**src/asr_pkg.sv**
```systemverilog
// constants, register map and shared types of the asynchronous serial receiver
`default_nettype none
package asr_pkg;
    // ============================================================
    // register indices (byte address is four times the index)
    localparam logic [9:0] REG_INTERRUPT_CONTROL = 10'h00b;
    localparam logic [9:0] REG_PERIPHERAL_FLAGS = 10'h00c;
    localparam logic [9:0] REG_RECEIVE_STATUS_CONTROL = 10'h018;
    localparam logic [9:0] REG_RECEIVE_DATA_FIFO = 10'h01a;
    localparam logic [9:0] REG_PERIPHERAL_IRQ_ENABLES = 10'h08c;
    localparam logic [9:0] REG_TRANSMIT_STATUS_CONTROL = 10'h098;
    localparam logic [9:0] REG_BAUD_DIVISOR = 10'h099;
    // ============================================================
    // field positions
    localparam int GLOBAL_IRQ_ENABLE_BIT = 7;
    localparam int PERIPHERAL_IRQ_ENABLE_BIT = 6;
    localparam int RECEIVE_FLAG_BIT = 5;
    localparam int RECEIVE_IRQ_ENABLE_BIT = 5;
    localparam int SERIAL_PORT_ENABLE_BIT = 7;
    localparam int NINE_BIT_RECEIVE_BIT = 6;
    localparam int SINGLE_RECEIVE_ENABLE_BIT = 5;
    localparam int CONTINUOUS_RECEIVE_ENABLE_BIT = 4;
    localparam int ADDRESS_DETECT_ENABLE_BIT = 3;
    localparam int FRAMING_ERROR_BIT = 2;
    localparam int OVERRUN_ERROR_BIT = 1;
    localparam int RECEIVED_NINTH_BIT_BIT = 0;
    localparam int CLOCKED_MODE_SELECT_BIT = 4;
    localparam int HIGH_SPEED_BAUD_BIT = 2;
    // ============================================================
    // reset values and masks
    localparam logic [7:0] INTERRUPT_CONTROL_RESET = 8'h00;
    localparam logic [7:0] PERIPHERAL_IRQ_ENABLES_RESET = 8'h00;
    localparam logic [7:0] TRANSMIT_STATUS_CONTROL_RESET = 8'h02;
    localparam logic [7:0] TRANSMIT_STATUS_WRITE_MASK = 8'hf5;
    localparam logic [7:0] TRANSMIT_SHIFTER_EMPTY = 8'h02;
    localparam logic [7:0] BAUD_DIVISOR_RESET = 8'h00;
    // ============================================================
    // sampling counts and bus response codes
    localparam int OVERSAMPLE = 16;
    localparam logic [3:0] START_MID_TICK = 4'h7;
    localparam logic [3:0] LAST_TICK = 4'hf;
    localparam logic [1:0] LOW_SPEED_PRESCALE_LAST = 2'h3;
    localparam logic [3:0] LAST_BIT_EIGHT = 4'h7;
    localparam logic [3:0] LAST_BIT_NINE = 4'h8;
    localparam logic [1:0] RESP_OKAY = 2'h0;
    localparam logic [1:0] RESP_SLVERR = 2'h2;
    // ============================================================
    // types
    typedef enum logic [1:0] {RX_IDLE, RX_START, RX_DATA, RX_STOP} asr_rx_state_t;
    typedef struct packed {
        logic framing_error;
        logic bit9;
        logic [7:0] data;
    } asr_entry_t;
endpackage : asr_pkg
`default_nettype wire

```
**src/asr_frame_if.sv**
```systemverilog
// interface carrying a finished frame from the shifter to the register side
`default_nettype none
interface asr_frame_if;
    import asr_pkg::*;
    logic done;
    asr_entry_t word;
    // ============================================================
    // shifter drives, register side reads
    modport src (output done, output word);
    modport dst (input done, input word);
endinterface : asr_frame_if
`default_nettype wire

```
**src/asr_baud_gen.sv**
```systemverilog
// baud generator giving a sixteen-times-bit-rate sampling enable
`default_nettype none
module asr_baud_gen import asr_pkg::*; #(
    parameter int DIV_W = 8
) (
    // clock and reset
    input wire logic aclk,
    input wire logic aresetn,
    // control
    input wire logic run,
    input wire logic [DIV_W-1:0] divisor,
    input wire logic high_speed,
    // sampling enable
    output logic os_tick
);
    typedef struct packed {
        logic [DIV_W-1:0] cnt;
        logic [1:0] pre;
        logic tick;
    } asr_brg_t;
    asr_brg_t s_r;
    asr_brg_t s_nxt;
    // ============================================================
    // divide by divisor+1, then by four when the slow rate is chosen
    always_comb begin
        s_nxt = s_r;
        s_nxt.tick = 1'b0;
        if (!run) begin
            s_nxt.cnt = '0;  // generator held in reset while idle
            s_nxt.pre = '0;
        end else if (s_r.cnt == '0) begin
            s_nxt.cnt = divisor;
            if (high_speed) begin
                s_nxt.tick = 1'b1;
            end else begin
                s_nxt.pre = 2'(s_r.pre + 2'h1);
                s_nxt.tick = (s_r.pre == LOW_SPEED_PRESCALE_LAST);
            end
        end else begin
            s_nxt.cnt = DIV_W'(s_r.cnt - 1'b1);
        end
    end
    // state register
    always_ff @(posedge aclk) begin
        if (!aresetn) s_r <= '0;
        else s_r <= s_nxt;
    end
    assign os_tick = s_r.tick;
endmodule : asr_baud_gen
`default_nettype wire

```
**src/asr_rx_shifter.sv**
```systemverilog
// data recovery and receive shift register for one asynchronous frame
`default_nettype none
module asr_rx_shifter import asr_pkg::*; (
    // clock and reset
    input wire logic aclk,
    input wire logic aresetn,
    // control
    input wire logic run,
    input wire logic os_tick,
    input wire logic nine_bit,
    // serial line
    input wire logic rx_line,
    // finished frame
    asr_frame_if.src fo
);
    typedef struct packed {
        asr_rx_state_t st;
        logic [3:0] tcnt;
        logic [3:0] bitn;
        logic [8:0] receive_shift_register;
        logic done;
        asr_entry_t word;
    } asr_shf_t;
    asr_shf_t s_r;
    asr_shf_t s_nxt;
    // ============================================================
    // frame walk: start check at mid-bit, then one sample per 16 ticks
    always_comb begin
        s_nxt = s_r;
        s_nxt.done = 1'b0;
        if (!run) begin
            s_nxt.st = RX_IDLE;
            s_nxt.tcnt = '0;
        end else if (os_tick) begin
            unique case (s_r.st)
                RX_IDLE: begin
                    if (!rx_line) begin
                        s_nxt.st = RX_START;
                        s_nxt.tcnt = '0;
                    end
                end
                RX_START: begin
                    s_nxt.tcnt = 4'(s_r.tcnt + 4'h1);
                    if (s_r.tcnt == START_MID_TICK) begin
                        s_nxt.tcnt = '0;
                        s_nxt.bitn = '0;
                        s_nxt.st = rx_line ? RX_IDLE : RX_DATA;  // glitch rejected
                    end
                end
                RX_DATA: begin
                    s_nxt.tcnt = 4'(s_r.tcnt + 4'h1);
                    if (s_r.tcnt == LAST_TICK) begin
                        // lsb first into the top of the register
                        s_nxt.receive_shift_register = {rx_line, s_r.receive_shift_register[8:1]};
                        s_nxt.bitn = 4'(s_r.bitn + 4'h1);
                        if (s_r.bitn == (nine_bit ? LAST_BIT_NINE : LAST_BIT_EIGHT)) begin
                            s_nxt.st = RX_STOP;
                        end
                    end
                end
                RX_STOP: begin
                    s_nxt.tcnt = 4'(s_r.tcnt + 4'h1);
                    if (s_r.tcnt == LAST_TICK) begin
                        s_nxt.done = 1'b1;
                        s_nxt.word.framing_error = !rx_line;
                        s_nxt.word.bit9 = nine_bit & s_r.receive_shift_register[8];
                        s_nxt.word.data = nine_bit ? s_r.receive_shift_register[7:0]
                                                   : s_r.receive_shift_register[8:1];
                        s_nxt.st = RX_IDLE;
                    end
                end
            endcase
        end
    end
    // state register
    always_ff @(posedge aclk) begin
        if (!aresetn) s_r <= '0;
        else s_r <= s_nxt;
    end
    assign fo.done = s_r.done;
    assign fo.word = s_r.word;
endmodule : asr_rx_shifter
`default_nettype wire

```
**src/asr_receiver.sv**
```systemverilog
// asynchronous serial receiver with AXI4-Lite register access
// Functional notes
// - frame is start, eight or nine data bits lsb first, one stop, no parity
// - receives only with clocked-mode select clear, same rate and format as sender
// - one bit lasts 16 or 64 times divisor+1 clocks, 16 with high_speed_baud set
// - data recovery samples the receive line at sixteen times the baud rate
// - frames are accepted only while continuous_receive_enable is set
// - after the stop bit the shift register word moves into the FIFO if room
// - a word moved into the FIFO sets receive_flag, bit 5 of peripheral_flags
// - receive interrupt requires receive_irq_enable, bit 5 of peripheral_irq_enables
// - receive_flag is read-only and clears when the FIFO is read empty
// - data FIFO holds two words, read back in arrival order
// - FIFO full at a third stop bit sets overrun_error and drops the word
// - overrun_error clears only while continuous_receive_enable is clear
// - while overrun_error is set no word enters the FIFO
// - framing_error is set when the stop bit is sampled low
// - framing_error and ninth bit travel with each entry; reads advance them
// - without address detect every word is loaded and flagged
// - reception halts while the device sleeps
`default_nettype none
module asr_receiver import asr_pkg::*; #(
    parameter int DEPTH = 2
) (
    // clock and reset
    input wire logic aclk,
    input wire logic aresetn,
    // axi4-lite write address and data
    input wire logic [11:0] s_axi_awaddr,
    input wire logic s_axi_awvalid,
    output logic s_axi_awready,
    input wire logic [31:0] s_axi_wdata,
    input wire logic [3:0] s_axi_wstrb,
    input wire logic s_axi_wvalid,
    output logic s_axi_wready,
    // axi4-lite write response
    output logic [1:0] s_axi_bresp,
    output logic s_axi_bvalid,
    input wire logic s_axi_bready,
    // axi4-lite read
    input wire logic [11:0] s_axi_araddr,
    input wire logic s_axi_arvalid,
    output logic s_axi_arready,
    output logic [31:0] s_axi_rdata,
    output logic [1:0] s_axi_rresp,
    output logic s_axi_rvalid,
    input wire logic s_axi_rready,
    // serial line and power state
    input wire logic rx_line,
    input wire logic sleep_mode,
    // interrupt request
    output logic rx_irq
);
    localparam int CNT_W = $clog2(DEPTH + 1);
    typedef struct packed {
        logic awready;
        logic wready;
        logic aw_have;
        logic [9:0] aw_idx;
        logic w_have;
        logic w_en;
        logic [7:0] w_data;
        logic bvalid;
        logic [1:0] bresp;
        logic arready;
        logic rvalid;
        logic [7:0] rdata;
        logic [1:0] rresp;
        logic [7:0] interrupt_control;
        logic [7:0] peripheral_irq_enables;
        logic [7:0] transmit_status_control;
        logic [7:0] baud_divisor;
        logic serial_port_enable;
        logic nine_bit_receive;
        logic single_receive_enable;
        logic continuous_receive_enable;
        logic address_detect_enable;
        logic overrun_error;
        logic receive_flag;
        logic irq;
        logic [CNT_W-1:0] count;
        asr_entry_t [DEPTH-1:0] fifo;
    } asr_top_t;
    asr_top_t s_r;
    asr_top_t s_nxt;
    logic rx_en;
    logic accept;
    logic push;
    logic pop;
    logic overrun;
    logic [CNT_W-1:0] widx;
    logic os_tick;
    asr_frame_if fr ();

    // ============================================================
    // register map decode shared by read and write
    function automatic logic reg_known(input logic [9:0] idx);
        reg_known = (idx == REG_INTERRUPT_CONTROL) || (idx == REG_PERIPHERAL_FLAGS)
                 || (idx == REG_RECEIVE_STATUS_CONTROL) || (idx == REG_RECEIVE_DATA_FIFO)
                 || (idx == REG_PERIPHERAL_IRQ_ENABLES) || (idx == REG_TRANSMIT_STATUS_CONTROL)
                 || (idx == REG_BAUD_DIVISOR);
    endfunction : reg_known

    // ============================================================
    // sub-blocks
    asr_baud_gen #(.DIV_W(8)) u_brg (
        .aclk(aclk),
        .aresetn(aresetn),
        .run(rx_en),
        .divisor(s_r.baud_divisor),
        .high_speed(s_r.transmit_status_control[HIGH_SPEED_BAUD_BIT]),
        .os_tick(os_tick)
    );
    asr_rx_shifter u_shf (
        .aclk(aclk),
        .aresetn(aresetn),
        .run(rx_en),
        .os_tick(os_tick),
        .nine_bit(s_r.nine_bit_receive),
        .rx_line(rx_line),
        .fo(fr)
    );

    // ============================================================
    // next state: bus slave, register file and receive FIFO
    always_comb begin
        s_nxt = s_r;
        // receiver runs only enabled, asynchronous and awake
        rx_en = s_r.serial_port_enable & s_r.continuous_receive_enable
              & !s_r.transmit_status_control[CLOCKED_MODE_SELECT_BIT] & !sleep_mode;
        // address filter
        accept = fr.done & (!(s_r.nine_bit_receive & s_r.address_detect_enable)
                            | fr.word.bit9);
        pop = 1'b0;
        // write channels taken independently, in either order
        if (s_axi_awvalid && s_r.awready) begin
            s_nxt.aw_have = 1'b1;
            s_nxt.aw_idx = s_axi_awaddr[11:2];
        end
        if (s_axi_wvalid && s_r.wready) begin
            s_nxt.w_have = 1'b1;
            s_nxt.w_data = s_axi_wdata[7:0];
            s_nxt.w_en = s_axi_wstrb[0];
        end
        if (s_r.bvalid && s_axi_bready) s_nxt.bvalid = 1'b0;
        // perform the write once both halves are held
        if (s_r.aw_have && s_r.w_have) begin
            s_nxt.aw_have = 1'b0;
            s_nxt.w_have = 1'b0;
            s_nxt.bvalid = 1'b1;
            s_nxt.bresp = reg_known(s_r.aw_idx) ? RESP_OKAY : RESP_SLVERR;
            if (s_r.w_en) begin
                unique case (s_r.aw_idx)
                    REG_INTERRUPT_CONTROL: s_nxt.interrupt_control = s_r.w_data;
                    REG_PERIPHERAL_IRQ_ENABLES: s_nxt.peripheral_irq_enables = s_r.w_data;
                    REG_BAUD_DIVISOR: s_nxt.baud_divisor = s_r.w_data;
                    REG_TRANSMIT_STATUS_CONTROL: begin
                        s_nxt.transmit_status_control =
                            (s_r.w_data & TRANSMIT_STATUS_WRITE_MASK) | TRANSMIT_SHIFTER_EMPTY;
                    end
                    REG_RECEIVE_STATUS_CONTROL: begin
                        s_nxt.serial_port_enable = s_r.w_data[SERIAL_PORT_ENABLE_BIT];
                        s_nxt.nine_bit_receive = s_r.w_data[NINE_BIT_RECEIVE_BIT];
                        s_nxt.single_receive_enable = s_r.w_data[SINGLE_RECEIVE_ENABLE_BIT];
                        s_nxt.continuous_receive_enable =
                            s_r.w_data[CONTINUOUS_RECEIVE_ENABLE_BIT];
                        s_nxt.address_detect_enable = s_r.w_data[ADDRESS_DETECT_ENABLE_BIT];
                    end
                    default: begin
                        s_nxt.baud_divisor = s_r.baud_divisor;  // read-only or unmapped
                    end
                endcase
            end
        end
        s_nxt.awready = !s_nxt.aw_have && !s_nxt.bvalid;
        s_nxt.wready = !s_nxt.w_have && !s_nxt.bvalid;
        // read: one outstanding, data captured at address acceptance
        if (s_r.rvalid && s_axi_rready) begin
            s_nxt.rvalid = 1'b0;
            s_nxt.arready = 1'b1;
        end
        if (s_axi_arvalid && s_r.arready) begin
            s_nxt.arready = 1'b0;
            s_nxt.rvalid = 1'b1;
            s_nxt.rresp = reg_known(s_axi_araddr[11:2]) ? RESP_OKAY : RESP_SLVERR;
            s_nxt.rdata = 8'h00;
            unique case (s_axi_araddr[11:2])
                REG_INTERRUPT_CONTROL: s_nxt.rdata = s_r.interrupt_control;
                REG_PERIPHERAL_FLAGS: s_nxt.rdata[RECEIVE_FLAG_BIT] = s_r.receive_flag;
                REG_PERIPHERAL_IRQ_ENABLES: s_nxt.rdata = s_r.peripheral_irq_enables;
                REG_TRANSMIT_STATUS_CONTROL: s_nxt.rdata = s_r.transmit_status_control;
                REG_BAUD_DIVISOR: s_nxt.rdata = s_r.baud_divisor;
                REG_RECEIVE_STATUS_CONTROL: begin
                    // status of the oldest entry
                    s_nxt.rdata = {s_r.serial_port_enable, s_r.nine_bit_receive,
                                   s_r.single_receive_enable, s_r.continuous_receive_enable,
                                   s_r.address_detect_enable, s_r.fifo[0].framing_error,
                                   s_r.overrun_error, s_r.fifo[0].bit9};
                end
                REG_RECEIVE_DATA_FIFO: begin
                    s_nxt.rdata = s_r.fifo[0].data;
                    pop = (s_r.count != '0);
                end
                default: s_nxt.rdata = 8'h00;
            endcase
        end
        // transfer from shift register, blocked by overrun
        push = accept && !s_r.overrun_error && ((s_r.count < CNT_W'(DEPTH)) || pop);
        overrun = accept && !s_r.overrun_error && !push;
        widx = pop ? CNT_W'(s_r.count - 1'b1) : s_r.count;
        if (pop) begin
            for (int i = 0; i < DEPTH - 1; i++) begin
                s_nxt.fifo[i] = s_r.fifo[i+1];  // next entry moves up
            end
        end
        if (push) s_nxt.fifo[widx] = fr.word;
        s_nxt.count = CNT_W'(s_r.count + CNT_W'(push) - CNT_W'(pop));
        // flag follows occupancy, so a push beats a draining read
        s_nxt.receive_flag = (s_nxt.count != '0);
        if (overrun) s_nxt.overrun_error = 1'b1;
        if (!s_r.continuous_receive_enable) s_nxt.overrun_error = 1'b0;
        s_nxt.irq = s_nxt.receive_flag & s_nxt.peripheral_irq_enables[RECEIVE_IRQ_ENABLE_BIT]
                  & s_nxt.interrupt_control[GLOBAL_IRQ_ENABLE_BIT]
                  & s_nxt.interrupt_control[PERIPHERAL_IRQ_ENABLE_BIT];
    end

    // ============================================================
    // state register
    always_ff @(posedge aclk) begin
        if (!aresetn) begin
            s_r <= '0;
            s_r.awready <= 1'b1;
            s_r.wready <= 1'b1;
            s_r.arready <= 1'b1;
            s_r.interrupt_control <= INTERRUPT_CONTROL_RESET;
            s_r.peripheral_irq_enables <= PERIPHERAL_IRQ_ENABLES_RESET;
            s_r.transmit_status_control <= TRANSMIT_STATUS_CONTROL_RESET;
            s_r.baud_divisor <= BAUD_DIVISOR_RESET;
        end else begin
            s_r <= s_nxt;
        end
    end

    // outputs straight from the state register
    assign s_axi_awready = s_r.awready;
    assign s_axi_wready = s_r.wready;
    assign s_axi_bvalid = s_r.bvalid;
    assign s_axi_bresp = s_r.bresp;
    assign s_axi_arready = s_r.arready;
    assign s_axi_rvalid = s_r.rvalid;
    assign s_axi_rresp = s_r.rresp;
    assign s_axi_rdata = {24'h000000, s_r.rdata};
    assign rx_irq = s_r.irq;
endmodule : asr_receiver
`default_nettype wire

```
**config.mk**
```make
export PLATFORM = sky130hd
export DESIGN_NAME = asr_receiver
export DESIGN_NICKNAME = d
export VERILOG_FILES = /design/src/asr_pkg.sv /design/src/asr_frame_if.sv /design/src/asr_baud_gen.sv /design/src/asr_rx_shifter.sv /design/src/asr_receiver.sv
export SDC_FILE = /design/constraint.sdc
export NUM_CORES = 1
export LEC_CHECK = 0
export BUFFER_PORTS_ARGS = -buffer_cell sky130_fd_sc_hd__clkbuf_2
export CORE_MARGIN = 2
export CORE_UTILIZATION = 57
export CTS_CLUSTER_DIAMETER = 60
export DETAILED_ROUTE_END_ITERATION = 7
export PLACE_DENSITY = 0.8
export RECOVER_POWER = 25
export SLEW_MARGIN = 0
export SYNTH_ARGS = -nofsm -noshare
export SYNTH_HDL_FRONTEND = slang
export SYNTH_HIERARCHICAL = 1
export SYNTH_SLANG_ARGS = --single-unit
```
**constraint.sdc**
```tcl
create_clock -name aclk -period 3.9 [get_ports aclk]
set_input_delay 0.78 -clock aclk [delete_from_list [all_inputs] [get_ports aclk]]
set_output_delay 0.78 -clock aclk [all_outputs]
set_load 0.01 [all_outputs]
```
# Word-level counts from Yosys, hierarchy flattened
# Cells that the tools add are included.
[classes]
add_sub_neg = 7
n_lt_le_gt_ge = 3
n_eq_ne = 26
muxes = 42
bitwise_logic = 11
reduce_logical = 55
[op_table]
columns = ["cell", "count"]
rows = [
  ["37-bit 2-to-1 mux", 2],
  ["10-bit by 8-bit == test with 1-bit output (second input constant)", 6],
  ["10-bit 2-to-1 mux", 5],
  ["8-bit 2-to-1 mux", 6],
  ["10-bit by 4-bit == test with 1-bit output (second input constant)", 4],
  ["10-bit by 5-bit == test with 1-bit output (second input constant)", 4],
  ["5-bit one-hot mux with 6 select lines", 1],
  ["6-bit one-hot mux with 4 select lines", 1],
  ["11-bit 2-to-1 mux", 2],
  ["20-bit bitwise mux", 1],
  ["3-bit AND reduction", 6],
  ["2-bit 2-to-1 mux", 8],
  ["1-bit logical OR", 13],
  ["13-bit 2-to-1 mux", 1],
  ["1-bit logical AND", 12],
  ["12-bit 2-to-1 mux", 1],
  ["2-bit one-hot mux with 6 select lines", 1],
  ["4-bit AND reduction", 3],
  ["10-bit demux with 1-bit select", 1],
  ["1-bit bitwise AND", 9],
  ["1-bit logical NOT", 9],
  ["4-bit by 1-bit adder with 4-bit output (second input constant)", 2],
  ["8-bit logical NOT", 1],
  ["2-bit by 1-bit inequality test with 1-bit output (second input constant)", 4],
  ["27 further kinds", 41],
]
[totals]
regBits = 139
in_bits = 69
elab_cells = 189

# Logic depth before layout (Yosys ltp)
[logic_depth]
depth_word = 12
ltp_mapped = 13
ltp_nobuf = 12

# Cells and area by module
# Netlist, hierarchy kept.
[modules_own_cells]
columns = ["module", "instances", "cells_per_inst", "area_per_inst_um2", "seq_area_each_um2"]
rows = [
  ["asr_receiver", 1, 601, 5076.1, 1921.8],
  ["asr_rx_shifter", 1, 169, 1536.5, 600.6],
  ["asr_baud_gen", 1, 58, 574.3, 220.2],
]

# Worst setup path before layout
# No wires, ideal clock.
[synth_timing]
path_type = "input -> register"
start = "in s_axi_araddr[9]"
end = "reg s_r, in the netlist rx_irq"
setup_ns = 0.092
arrival_ns = 3.259
required_ns = 3.808
setup_slack_ns = 0.549
cell_stages = 12
n_path_buf = 2
cell_sequence = "or4_1 > buf_2 > nor4_4 > buf_4 > o21bai_1 > ha_1 > inv_1 > ha_1 > xnor3_1 > nor2_1 > nor2_1 > nor4_1"
[synth_between]
elab_chain_cells = 11
[synth_lines]
columns = ["element", "line_no", "source"]
rows = [
  ["start: declaration", "asr_receiver.sv:40", "input wire logic [11:0] s_axi_araddr,"],
  ["10-bit by 5-bit == test with 1-bit output (*)", "asr_receiver.sv:186", "unique case (s_axi_araddr[11:2])"],
  ["1-bit 2-to-1 mux (*)", "asr_receiver.sv:186", ""],
  ["1-bit 2-to-1 mux (*)", "asr_receiver.sv:181", "if (s_axi_arvalid && s_r.arready) begin"],
  ["1-bit logical OR", "asr_receiver.sv:207", "push = accept && !s_r.overrun_error && ((s_r.count < CNT_W'(DEPTH)) || pop);"],
  ["1-bit logical AND", "asr_receiver.sv:207", ""],
  ["2-bit by 1-bit adder with 2-bit output", "asr_receiver.sv:216", "s_nxt.count = CNT_W'(s_r.count + CNT_W'(push) - CNT_W'(pop));"],
  ["2-bit by 1-bit subtractor with 2-bit output (*)", "asr_receiver.sv:216", ""],
  ["2-bit nonzero test (*)", "asr_receiver.sv:218", "s_nxt.receive_flag = (s_nxt.count != '0);"],
  ["1-bit bitwise AND (*)", "asr_receiver.sv:221", "s_nxt.irq = s_nxt.receive_flag & s_nxt.peripheral_irq_enables[RECEIVE_IRQ_ENABLE_BIT]"],
  ["1-bit bitwise AND (*)", "asr_receiver.sv:222", "& s_nxt.interrupt_control[GLOBAL_IRQ_ENABLE_BIT]"],
  ["1-bit bitwise AND (*)", "asr_receiver.sv:223", "& s_nxt.interrupt_control[PERIPHERAL_IRQ_ENABLE_BIT];"],
  ["end signal: assignment", "asr_receiver.sv:239", "s_r <= s_nxt;"],
  ["end: declaration", "asr_receiver.sv:83", "asr_top_t s_r;"],
]
# Mark *: on every way between the ends. The rest lies on a longest branch, timed or not.
# A chain may end at the register's enable or synchronous reset.

==> results.md <==
* Count leader, synth: dfxtp_1
* Synth area leader: dfxtp_1
* Nets@finish at approximately 910
* HP Class: flip-flop to flip-flop
* Post-synth EDFFs at 0
* Via count at slightly below 6000
* Power Dens Cells at between 400 and 500 mW/mm^2
* Detail Route Antenna Nets at 0
* Share of cells above drive strength 1 at 0.152
* Largest fanout on the critical path at 12
* Final core occ at 0.627
* Register bit total from synthesis at between 100 and 150
* Hold_buf cts at 0
* Share of the synthesized area in the top cell type at 0.382
* Failing checks: capacitance limit, slew limit
* Rows at between 40 and 50
* All-Layer GR Usage at 0.241
* Iter 0 DRT Violations at around 560
* Post-CTS sizing at 0
* Clock Tree Root: clkbuf_16
* Number of global-route vias before repair at roughly 5300
* DIE AREA at roughly 0.014 mm^2
* Fin crit period at just under 3 ns
* Worst EP arrival at ~3.3 ns
* Final Cell Area at between 0.007 and 0.008 mm^2
* Worst Tran Pin Value at ~2.3 ns
* Static Leak at roughly 0.0028 uW
* Vert. Die Dim at approximately 120 um
* Cell area after synthesis at between 0.007 and 0.008 mm^2
* Dpl hpwl at between 10000 and 15000 um
* Maxcap violations at 1
* Initial antenna violation count at 0
* Die X at ~120 um
* First-pass GRT wire length at 25700 um
* Synth area leaders: dfxtp_1, mux2i_1, buf_4
* Total routed wirelength at about 16000 um
* Setup CP Type: flip-flop to flip-flop
* Tcrit/Tclk final at 0.753
* Bufs on Longest Clock Path at 2
* Num ports at between 100 and 150
* Placed Instance Area at ~0.0072 mm^2
* Setup TNS at 0 ns
* Worst Setup End Kind: flip-flop
* Post-Synthesis Mean Instance Area at 8.68 um^2
* Async set or reset register ratio after synthesis at 0
* RSZ-0062 raised after global routing: no
* Setup crit start kind: flip-flop
* Number of H-tree levels at 4
* Gpl congestion at ~0.87
* Warnings from Yosys at 6
* Final Slew Violations at 60
* Vias per cell at 5.80
* ANT cells at 0
* Placeable Area at roughly 0.012 mm^2
* # setup viols final at 0
* Reg clk slew, reported paths at about 0.060 ns
* Primary FF master, synth: dfxtp_1
* CTS sink cnt at approximately 140
* GRT overflow at 0
* FMAX at ~0.34 GHz
* Crit path required time at ~4.2 ns
* Layout area overhead at 8.72%
* Number of buffers created by CTS at 17
* Residual DRC at 0
* Worst Skew at between 0.006 and 0.007 ns
* Maximum VDD drop at between 0.2 and 0.3 mV
* Sequential-to-total area share from yosys stat at 0.382
* Slew HR at -0.510
* TritonRoute pass-1 iters at 5
* Wire per inst at 15.6 um
* Status: complete, but fails checks
* Commonest cells in the netlist: dfxtp_1, nand2_1, mux2i_1, a21oi_1, buf_4
* Syn Inst Count at around 830
* Worst Hold Slack at between 0.4 and 0.5 ns
* Clk_lat worst skew at approximately 0.42 ns
* Initial core utilization at 0.577
* Setup bufs post-CTS at 0
* Distinct cells, synth at 70
* Largest net degree at the start of global routing at 60
* CTS tree: yes
* Final Hold Fails at 0
* IO buf count at 53
## final timing paths
path	from	to	slack, ns	cells past startpoint
max	s_r[21]$_SDFF_PN0_	rx_irq$_SDFF_PN0_	0.96	12
min	s_r[96]$_SDFFE_PN0P_	s_r[96]$_SDFFE_PN0P_	0.46	2
max reg2reg	s_r[21]$_SDFF_PN0_	rx_irq$_SDFF_PN0_	0.96	12
min reg2reg	s_r[96]$_SDFFE_PN0P_	s_r[96]$_SDFFE_PN0P_	0.46	2
## layout make-up
cell class | count | area, um^2
Inverter | 16 | 60.1
Clock inverter | 12 | 174
Clock buffer | 20 | 447
Fill cell | 1049 | 4650
Sequential cell | 137 | 2740
Multi-Input combinational cell | 595 | 3850
Timing Repair Buffer | 63 | 324
Tap cell | 172 | 215
## layer usage
metal	up-vias	global-route usage	routed length [um]
li1	2899	-	-
met1	2748	0.331	7300
met2	206	0.370	7130
met3	35	0.0503	1060
met4	0	0.0968	318
met5	-	0	0
## sequential cells by signal, summed over array words and instances, names as in the netlist, 8 cells and up, named ones only
name,count
s_r,80
u_shf/s_r,18
u_brg/s_r,10
u_shf/fo.word,10
s_axi_rdata,8
## worst max-delay path: stages, from the launching register on
cell and delay, ns:
dfxtp_1 0.67, inv_1 0.21, ha_1 0.26, nand3b_1 0.21, nor4_4 0.28, o21bai_1 0.10, ha_1 0.27, inv_1 0.05
ha_1 0.15, xnor3_1 0.21, nor2_1 0.13, nor2_1 0.09, nor4_1 0.21
## cells by family after synthesis
| group | after synthesis | synth area share |
|---|---|---|
| muxes | 77 | 0.110 |
| xor gates and xnor gates | 7 | 0.0104 |
| and+or+nand+nor | 302 | 0.225 |
| adders and majority gates | 8 | 0.0139 |
| buffers and inverters | 121 | 0.0956 |
| other | 1 | 0.000522 |
| AOI/OAI and AO/OA | 175 | 0.163 |
| DFF | 137 | 0.382 |
## power breakdown
| group | total [uW] | internal, uW | leakage, uW | switching, uW |
|---|---|---|---|---|
| clock network | 1680 | 1080 | 0.000304 | 600 |
| logic | 171 | 60.4 | 0.00142 | 111 |
| registers | 1460 | 1430 | 0.00111 | 35.4 |
## layout by cell type (no fill, tap or decap), types with 4 or more instances in the layout
cell	n
nand3b_1	5
a21boi_1	11
dfxtp_1	137
nor2b_1	15
mux2_2	8
and2_1	6
nand3_1	34
nand4_1	18
ha_1	8
a211oi_2	13
a21oi_1	51
clkbuf_2	49
o21ai_0	34
nand4b_1	4
nor4_1	11
buf_4	7
o211a_1	9
o21ai_1	16
a211oi_1	7
clkinv_2	4
clkbuf_16	17
inv_1	15
bufinv_16	4
nor3_1	33
nand2_1	94
a31oi_1	12
nand2b_1	8
nor2_1	45
mux2i_1	67
conb_1	26
clkbuf_1	9
## through the flow
| step | std cells | worst slack (ns) | power, uW |
|---|---|---|---|
| after floorplan | 853 | 0.549 | 1630 |
| after detailed placement | 983 | 0.579 | 1660 |
| after CTS | 1015 | 1.02 | 3340 |
| after global routing | 1015 | 0.654 | 3430 |
| after global placement | 983 | 0.653 | 1660 |
| final | 1015 | 0.963 | 3320 |
Power figures use the tool's default switching activity.
